File: src/hw/tc2_regs.vh
// register offsets, field positions, reset values and codes for the
// 16-bit event/window counter; included by the counter top only.
`ifndef COUNTER_REGS_VH
`define COUNTER_REGS_VH
`define OFS_CTRL 8'h00
`define OFS_CMP_LOW 8'h04
`define OFS_CMP_HIGH 8'h08
`define OFS_COUNT 8'h0C
`define OFS_STATUS 8'h10
`define OFS_MASK 8'h14
`define OFS_POWER 8'h18
`define CTRL_MODE_BIT 0
`define CTRL_SRC_LSB 2
`define CTRL_SRC_MSB 4
`define CTRL_RUN_BIT 5
`define PWR_SLOW_TWO_STATE_BIT 0
`define PWR_STOP_BIT 1
`define CMP_RESET 16'hFFFF
`define CTRL_RESET 8'h00
`define SRC_EXT 3'h7
`define SRC_RSVD 3'h6
`define SRC_FC 3'h4
`define SRC_FS 3'h5
`define WARM_MASK 16'hF800
`define SEL_DIV_LOG_0 23
`define SEL_DIV_LOG_1 13
`define SEL_DIV_LOG_2 8
`define SEL_DIV_LOG_3 3
`define FS_DIV_LOG 9
`endif

File: src/hw/pin_sync.v
// two-flop synchroniser with edge detection for the external count pin.
// assumes the pin is asynchronous to clk.
`timescale 1ns/1ps
`default_nettype none
module pin_sync (
  input wire clk,
  input wire rst_b,
  input wire pin_in,
  output reg level_ff,
  output wire rise,
  output wire fall
);
  reg meta_ff;
  reg sync_ff;
  always @(posedge clk or negedge rst_b) begin
    if (!rst_b) begin
      meta_ff <= 1'b0;
      sync_ff <= 1'b0;
      level_ff <= 1'b0;
    end else begin
      meta_ff <= pin_in;
      sync_ff <= meta_ff;
      level_ff <= sync_ff;
    end
  end
  assign rise = sync_ff & ~level_ff;
  assign fall = ~sync_ff & level_ff;
endmodule // pin_sync
`default_nettype wire

File: src/hw/event_window_counter.v
// 16-bit up counter with timer, event and window modes behind an APB slave.
// assumes one 10 MHz clock; external pin is asynchronous and slow.
`timescale 1ns/1ps
`default_nettype none
`include "tc2_regs.vh"
module event_window_counter #(
  parameter WIDTH = 16,
  parameter PRESC_W = 24
) (
  input wire clk,
  input wire rst_b,
  input wire psel,
  input wire penable,
  input wire pwrite,
  input wire [7:0] paddr,
  input wire [31:0] pwdata,
  output reg [31:0] prdata,
  output reg pready,
  output reg pslverr,
  input wire external_count_pin,
  input wire stop_enter,
  output reg counter_match_interrupt,
  output reg irq_ff
);
  // control, compare and interrupt state
  reg [7:0] ctrl_ff;
  reg [WIDTH-1:0] cmp_ff;
  reg [7:0] low_hold_ff;
  reg low_pend_ff;
  reg [1:0] power_ff;
  reg mask_ff;
  reg status_ff;

  // counter and prescaler
  reg [WIDTH-1:0] count_ff;
  reg [PRESC_W-1:0] presc_ff;
  reg tick_ff;

  // stop request synchroniser
  reg stop_meta_ff;
  reg stop_sync_ff;
  reg stop_old_ff;

  // next values of the registered state
  reg [WIDTH-1:0] nxt_count;
  reg [PRESC_W-1:0] nxt_presc;
  reg nxt_tick;
  reg nxt_status;
  reg [31:0] nxt_rdata;
  reg nxt_err;

  // mode decode
  reg inc;
  reg chk;
  reg match;

  wire pin_level;
  wire pin_rise;
  wire pin_fall;
  wire run;
  wire window_mode;
  wire [2:0] src;
  wire event_mode;
  wire warm;
  wire setup;
  wire wr;
  wire rd;
  wire wr_ctrl;
  wire wr_cmp_low;
  wire wr_cmp_high;
  wire wr_mask;
  wire wr_power;
  wire rd_status;
  wire stop_edge;
  wire [PRESC_W-1:0] tap;
  wire tap_full;
  wire [WIDTH-1:0] count_inc;
  wire [PRESC_W-1:0] presc_inc;

  // mask of n low ones, n not above PRESC_W
  function [PRESC_W-1:0] low_ones;
    input integer n;
    begin
      low_ones = {PRESC_W{1'b1}} >> (PRESC_W - n);
    end
  endfunction

  // prescaler tap for each internal source code
  function [PRESC_W-1:0] sel_mask;
    input [2:0] code;
    begin
      case (code)
        3'h0: sel_mask = low_ones(`SEL_DIV_LOG_0);
        3'h1: sel_mask = low_ones(`SEL_DIV_LOG_1);
        3'h2: sel_mask = low_ones(`SEL_DIV_LOG_2);
        3'h3: sel_mask = low_ones(`SEL_DIV_LOG_3);
        3'h5: sel_mask = low_ones(`FS_DIV_LOG);
        default: sel_mask = {PRESC_W{1'b0}};
      endcase
    end
  endfunction

  // addresses that answer without an error
  function addr_mapped;
    input [7:0] addr;
    begin
      case (addr)
        `OFS_CTRL, `OFS_CMP_LOW, `OFS_CMP_HIGH: addr_mapped = 1'b1;
        `OFS_COUNT, `OFS_STATUS: addr_mapped = 1'b1;
        `OFS_MASK, `OFS_POWER: addr_mapped = 1'b1;
        default: addr_mapped = 1'b0;
      endcase
    end
  endfunction

  // read value of one register, zero elsewhere
  function [31:0] reg_value;
    input [7:0] addr;
    input [7:0] ctrl;
    input [WIDTH-1:0] cmp;
    input [WIDTH-1:0] count;
    input status;
    input mask;
    input [1:0] power;
    begin
      case (addr)
        `OFS_CTRL: reg_value = {24'h000000, ctrl};
        `OFS_CMP_LOW: reg_value = {24'h000000, cmp[7:0]};
        `OFS_CMP_HIGH: reg_value = {{(40-WIDTH){1'b0}}, cmp[WIDTH-1:8]};
        `OFS_COUNT: reg_value = {{(32-WIDTH){1'b0}}, count};
        `OFS_STATUS: reg_value = {31'h00000000, status};
        `OFS_MASK: reg_value = {31'h00000000, mask};
        `OFS_POWER: reg_value = {30'h00000000, power};
        default: reg_value = 32'h00000000;
      endcase
    end
  endfunction

  pin_sync u_pin (
    .clk(clk),
    .rst_b(rst_b),
    .pin_in(external_count_pin),
    .level_ff(pin_level),
    .rise(pin_rise),
    .fall(pin_fall)
  );

  assign run = ctrl_ff[`CTRL_RUN_BIT];
  assign window_mode = ctrl_ff[`CTRL_MODE_BIT];
  assign src = ctrl_ff[`CTRL_SRC_MSB:`CTRL_SRC_LSB];
  assign event_mode = src == `SRC_EXT && !window_mode;
  // warm-up: slow-two state with the oscillator source in timer mode
  assign warm = power_ff[`PWR_SLOW_TWO_STATE_BIT] && src == `SRC_FC && !window_mode;

  assign setup = psel && !penable;
  assign wr = psel && penable && pwrite && pready;
  assign rd = psel && penable && !pwrite && pready;
  assign wr_ctrl = wr && paddr == `OFS_CTRL;
  assign wr_cmp_low = wr && paddr == `OFS_CMP_LOW;
  assign wr_cmp_high = wr && paddr == `OFS_CMP_HIGH;
  assign wr_mask = wr && paddr == `OFS_MASK;
  assign wr_power = wr && paddr == `OFS_POWER;
  assign rd_status = rd && paddr == `OFS_STATUS;
  assign stop_edge = stop_sync_ff && !stop_old_ff;

  assign tap = sel_mask(src);
  assign tap_full = (presc_ff & tap) == tap;
  assign count_inc = count_ff + {{(WIDTH-1){1'b0}}, 1'b1};
  assign presc_inc = presc_ff + {{(PRESC_W-1){1'b0}}, 1'b1};

  // internal counting clock as a one-cycle enable from the prescaler
  always @* begin
    nxt_presc = {PRESC_W{1'b0}};
    nxt_tick = 1'b0;
    if (run) begin
      nxt_tick = tap_full;
      if (!tap_full)
        nxt_presc = presc_inc;
    end
  end

  always @(posedge clk or negedge rst_b) begin
    if (!rst_b) begin
      presc_ff <= {PRESC_W{1'b0}};
      tick_ff <= 1'b0;
    end else begin
      presc_ff <= nxt_presc;
      tick_ff <= nxt_tick;
    end
  end

  always @* begin
    inc = 1'b0;
    chk = 1'b0;
    if (run && src != `SRC_RSVD) begin
      if (event_mode) begin
        inc = pin_rise;
        chk = pin_fall;
      end else if (window_mode && src != `SRC_EXT) begin
        inc = tick_ff && pin_level;
        chk = inc;
      end else if (!window_mode) begin
        inc = tick_ff;
        chk = inc;
      end
    end
    if (warm)
      match = chk && ((count_inc & `WARM_MASK) == (cmp_ff & `WARM_MASK));
    else if (event_mode)
      match = chk && count_ff == cmp_ff;
    else
      match = chk && count_inc == cmp_ff;
  end

  always @* begin
    nxt_count = count_ff;
    if (!run)
      nxt_count = {WIDTH{1'b0}};
    else if (match)
      nxt_count = {WIDTH{1'b0}};
    else if (inc)
      nxt_count = count_inc;
  end

  always @(posedge clk or negedge rst_b) begin
    if (!rst_b) begin
      count_ff <= {WIDTH{1'b0}};
      counter_match_interrupt <= 1'b0;
    end else begin
      count_ff <= nxt_count;
      counter_match_interrupt <= match;
    end
  end

  // stop request synchronised; run bit cleared on entry
  always @(posedge clk or negedge rst_b) begin
    if (!rst_b) begin
      stop_meta_ff <= 1'b0;
      stop_sync_ff <= 1'b0;
      stop_old_ff <= 1'b0;
    end else begin
      stop_meta_ff <= stop_enter;
      stop_sync_ff <= stop_meta_ff;
      stop_old_ff <= stop_sync_ff;
    end
  end

  always @(posedge clk or negedge rst_b) begin
    if (!rst_b) begin
      ctrl_ff <= `CTRL_RESET;
    end else begin
      if (wr_ctrl)
        ctrl_ff <= pwdata[7:0];
      if (stop_edge)
        ctrl_ff[`CTRL_RUN_BIT] <= 1'b0;
    end
  end

  always @(posedge clk or negedge rst_b) begin
    if (!rst_b) begin
      mask_ff <= 1'b0;
      power_ff <= 2'b00;
    end else begin
      if (wr_mask)
        mask_ff <= pwdata[0];
      if (wr_power)
        power_ff <= pwdata[1:0];
    end
  end

  // compare pair: the high byte commits the held low byte
  always @(posedge clk or negedge rst_b) begin
    if (!rst_b) begin
      cmp_ff <= `CMP_RESET;
      low_hold_ff <= 8'h00;
      low_pend_ff <= 1'b0;
    end else begin
      if (wr_cmp_low) begin
        low_hold_ff <= pwdata[7:0];
        low_pend_ff <= 1'b1;
      end else if (wr_cmp_high) begin
        low_pend_ff <= 1'b0;
        if (low_pend_ff)
          cmp_ff <= {pwdata[WIDTH-9:0], low_hold_ff};
        else if (warm)
          cmp_ff <= {pwdata[WIDTH-9:0], cmp_ff[7:0]};
      end
    end
  end

  // sticky status; set wins over the read clear
  always @* begin
    nxt_status = status_ff;
    if (match)
      nxt_status = 1'b1;
    else if (rd_status)
      nxt_status = 1'b0;
  end

  always @(posedge clk or negedge rst_b) begin
    if (!rst_b) begin
      status_ff <= 1'b0;
      irq_ff <= 1'b0;
    end else begin
      status_ff <= nxt_status;
      irq_ff <= nxt_status && mask_ff;
    end
  end

  // apb: no wait state, pready in the access cycle
  always @* begin
    nxt_rdata = prdata;
    nxt_err = 1'b0;
    if (setup) begin
      nxt_rdata = reg_value(paddr, ctrl_ff, cmp_ff, count_ff, status_ff,
        mask_ff, power_ff);
      nxt_err = !addr_mapped(paddr);
    end
  end

  always @(posedge clk or negedge rst_b) begin
    if (!rst_b) begin
      pready <= 1'b0;
      pslverr <= 1'b0;
      prdata <= 32'h00000000;
    end else begin
      pready <= setup;
      pslverr <= nxt_err;
      prdata <= nxt_rdata;
    end
  end
endmodule // event_window_counter
`default_nettype wire

File: config.mk
export PLATFORM = sky130hd
export DESIGN_NAME = event_window_counter
export DESIGN_NICKNAME = d
export VERILOG_FILES = /design/src/hw/pin_sync.v /design/src/hw/event_window_counter.v
export VERILOG_INCLUDE_DIRS = /design/src /design/src/hw
export SDC_FILE = /design/constraint.sdc
export NUM_CORES = 1
export LEC_CHECK = 0
export BUFFER_PORTS_ARGS = -buffer_cell sky130_fd_sc_hd__clkbuf_2
export CAP_MARGIN = 10
export CORE_MARGIN = 5
export CORE_UTILIZATION = 52
export CTS_CLUSTER_SIZE = 8
export DETAILED_ROUTE_END_ITERATION = 10
export GPL_ROUTABILITY_DRIVEN = 0
export PLACE_DENSITY_LB_ADDON = 0.08
export SYNTH_ARGS = -nofsm -noshare
export SYNTH_HDL_FRONTEND = slang
export SYNTH_SLANG_ARGS = --single-unit
File: constraint.sdc
create_clock -name clk -period 4.68 [get_ports clk]
set_clock_uncertainty 0.2 [all_clocks]
set_input_delay 0.234 -clock clk [delete_from_list [all_inputs] [get_ports clk]]
set_output_delay 0.234 -clock clk [all_outputs]
set_load 0.05 [all_outputs]
==> results.txt <==
* Number of global-route vias before repair: 3768
* Global-route usage over all layers: 0.201
- Width of the die: 113 um
* Register share of total power: 0.572
- The clock period could shrink to 3380 ps.
- The path class of the tightest hold or removal check is input port to flop.
- Number of synthesized register bits: 103
- For this configuration, the core starts out at a cell density of 0.533.
* Unrepaired setup endpoints after global routing: no
- Clock tree from TritonCTS: done
* Layout cell share with drive strength beyond 1: 0.232
- Total global routing overflow: 0
* Final hold violations: 0
* Result of the run: finished clean
- After synthesis, the share of cell area in mux cells is 0.109.
* HPWL Detailed: 8860 um
- The first global-routing pass estimated 20300 um of wire.
* Final Setup Violations: 0
- Of all nets on the critical path, the largest fanout is 16.
- At the end of the flow the core is filled with cells to 0.584.
- Full die area: 12800 um2
- Counting flops with a built-in enable in the synthesized netlist gives 0.
- Count of max-cap constraint violations: 0
- Height of the die: 113 um
* Ranking of synthesized cells by area: dfrtp_1 (39%), dfstp_2 (7.6%), mux2_2 (7.3%), xor2_1 (4.8%), nor2_1 (3.9%)
- Total vias in the final route: 4065
* Post-synthesis simple-gate area fraction: 0.190
- Of the total power, the share spent switching nets is 0.258.
* Worst reg2reg setup slack: 1300 ps
- Quantity of gates resized following cts: 0
- In this run the tool buffered the top-level ports with 42 buffer cells.
- Largest net degree at the start of global routing: 68
- Clock-pin slew was measured on the worst setup and hold paths at 100 ps.
* # IOs: 83
* Share of synthesized area occupied by flip-flops and latches: 0.470
- In the final design database the tool counted 614 nets.
* Routed vias/inst: 5.76
* Average wire per standard cell: 17.6 um
* Top-area cell type share of the netlist area: 0.394
- Clk sinks: 103
- VDD IR-drop max: 0.000181 V
- Of the available clock period, the critical path in the final layout requires 0.722.
* Post-Synth Adder-Cell Area: 0.00453
* Fin area: 6060 um2
* Drt pass-1 iters: 5
* Clock network fraction of design power: 0.371
- STA classifies the critical path endpoint as a flop.
- The synthesized netlist contains 68 unique library cells.
- From synthesis to final layout, the design area changed by 9.57%.
- After detailed routing, the number of remaining DRC violations is 0.
* Initial DRC Count: 307
* Async S/R FF share, synth: 1.00
- In this run the cell area measured after placement is 5720 um2.
* Avg Synthesized Cell Area: 10.5 um2
- Xor-xnor portion of the synthesized cell area: 0.0856
* Cell at the root of the clock tree: clkbuf_8
- Initial antenna violation count: 0
- Required time of the worst setup path: 4720 ps
* Floorplan row count: 37
- Synthesis produced 525 cells.
* Net load switching power: 0.000404 W
* Warnings from Yosys: 0
- Top achievable clock speed: 296 MHz
- Setup TNS: 0 ps
* Later-pin clock latency in the skew report: 390 ps
* Worst Setup Start Kind: flop
- The share of total power dissipated in combinational logic is 0.057.
* Maximum clock insertion buffer count: 2
* Worst Slack Setup Final: 1300 ps
* Final max-slew violation count: 0
- Internal Pwr Total: 0.00116 W
* Antenna viol nets, final: 0
- Place WS: 1380 ps
- After detailed routing, the total wire length is 12400 um.
- Worst max-slew margin expressed relative to the limit: 0.341
- By instance count, the leading cell after synthesis is dfrtp_1.
- The analysis attributes to cell leakage a power of 2.63 nW.
- The post-synthesis compound-gate area fraction is 0.0858.
- The H-tree was split into 3 levels.
- Core area: 10400 um2
- Arr. time, crit path: 3420 ps
- WS Path Type: flop to flop
- Ranked by instance count, the synthesized netlist is headed by dfrtp_1 (87), nor2_1 (58), nand2_1 (43).
* Most common flop cell mapped by yosys: dfrtp_1
- By area, the combinational part of the netlist is dominated by simple AND/OR/NAND/NOR gates.
- Areal power density over the cells: 259 nW/um2
- Actual transition at the worst max-transition pin: 981 ps
- 0 antenna diodes ended up in the layout.
- The number of clock buffers added by TritonCTS is 9.
- Cell accounting for the most synthesized area: dfrtp_1
- In this run the cell area of the synthesized design comes to 5530 um2.
[power groups by stage]
stage	logic [W]	clock network (W)	registers (W)
3_3_place_gp	0.0000806	0	0.000914
2_1_floorplan	0.0000543	0	0.000917
4_1_cts	0.0000902	0.000597	0.000897
3_5_place_dp	0.0000815	0	0.000914
6_report	0.0000894	0.000582	0.000897
5_1_grt	0.0000978	0.000638	0.000898
[layer usage]
metal / GRT usage / vias up / wire length [um]
met5: 0 / - / 0
met4: 0.0665 / 0 / 187
met3: 0.0364 / 16 / 814
met2: 0.292 / 139 / 5420
met1: 0.305 / 2000 / 5980
li1: - / 1910 / -
[flip-flops by register name, indices dropped and copies added (netlist names), 2 cells and up]
name	cells
cmp_ff	16
count_ff	16
ctrl_ff	8
low_hold_ff	8
power_ff	2
prdata	16
presc_ff	23
[area by class of cell]
class,instances,area (um2)
repair buffers,56,350
inverters,13,48.8
clock buffers,11,163
fillers,911,4310
flip-flops and latches,103,2600
multi-input cells,382,2680
well taps,136,170
clock inverters,5,46.3
[cells in the final DEF, fill, tap and decap left out, types with 20 or more instances in the layout]
cell	count
clkbuf_2	41
dfrtp_1	87
mux2_2	36
nand2_1	43
nand3_1	20
nor2_1	58
xnor2_1	24
xor2_1	30
[through the flow]
step,hold WS (ps),total power (W),cells
final,24.4,0.00157,706
after global routing,40.8,0.00163,706
after CTS,2.90,0.00158,706
after detailed placement,136,0.000996,677
after global placement,135,0.000995,677
after floorplan,-262,0.000971,540
[path summary, 6_finish.rpt]
| kind | start | endpoint | depth (start not counted) |
|---|---|---|---|
| max | count_ff[3] | count_ff[14] | 7 |
| min | penable | status_ff | 4 |
| max reg2reg | count_ff[3] | count_ff[14] | 7 |
| min reg2reg | stop_meta_ff | stop_sync_ff | 0 |
| max in group asynchronous | rst_b | cmp_ff[1] | 3 |
| min in group asynchronous | rst_b | prdata[3] | 2 |
[cells by family after synthesis]
logic type,count (synthesis)
xor gates and xnor gates,54
other,1
buffers and inverters,55
muxes,48
AOI/OAI and AO/OA,64
adders and majority gates,2
and+or+nand+nor,198
DFF,103
[critical path, stage by stage (launching register included)]
cell	delay [ps]
dfrtp_1	640
nand4_4	290
o31ai_1	360
o211ai_1	250
a2111oi_2	400
nand4_2	230
o311ai_4	730
nor2_1	120
[what timing repair did]
| item | 4_1_cts | 5_1_grt |
|---|---|---|
| hold buffers | 13 | 0 |
| setup buffers | 0 | 0 |
| endpoints found under the hold margin | 92 | 0 |
(Power assumes the default switching activity.)
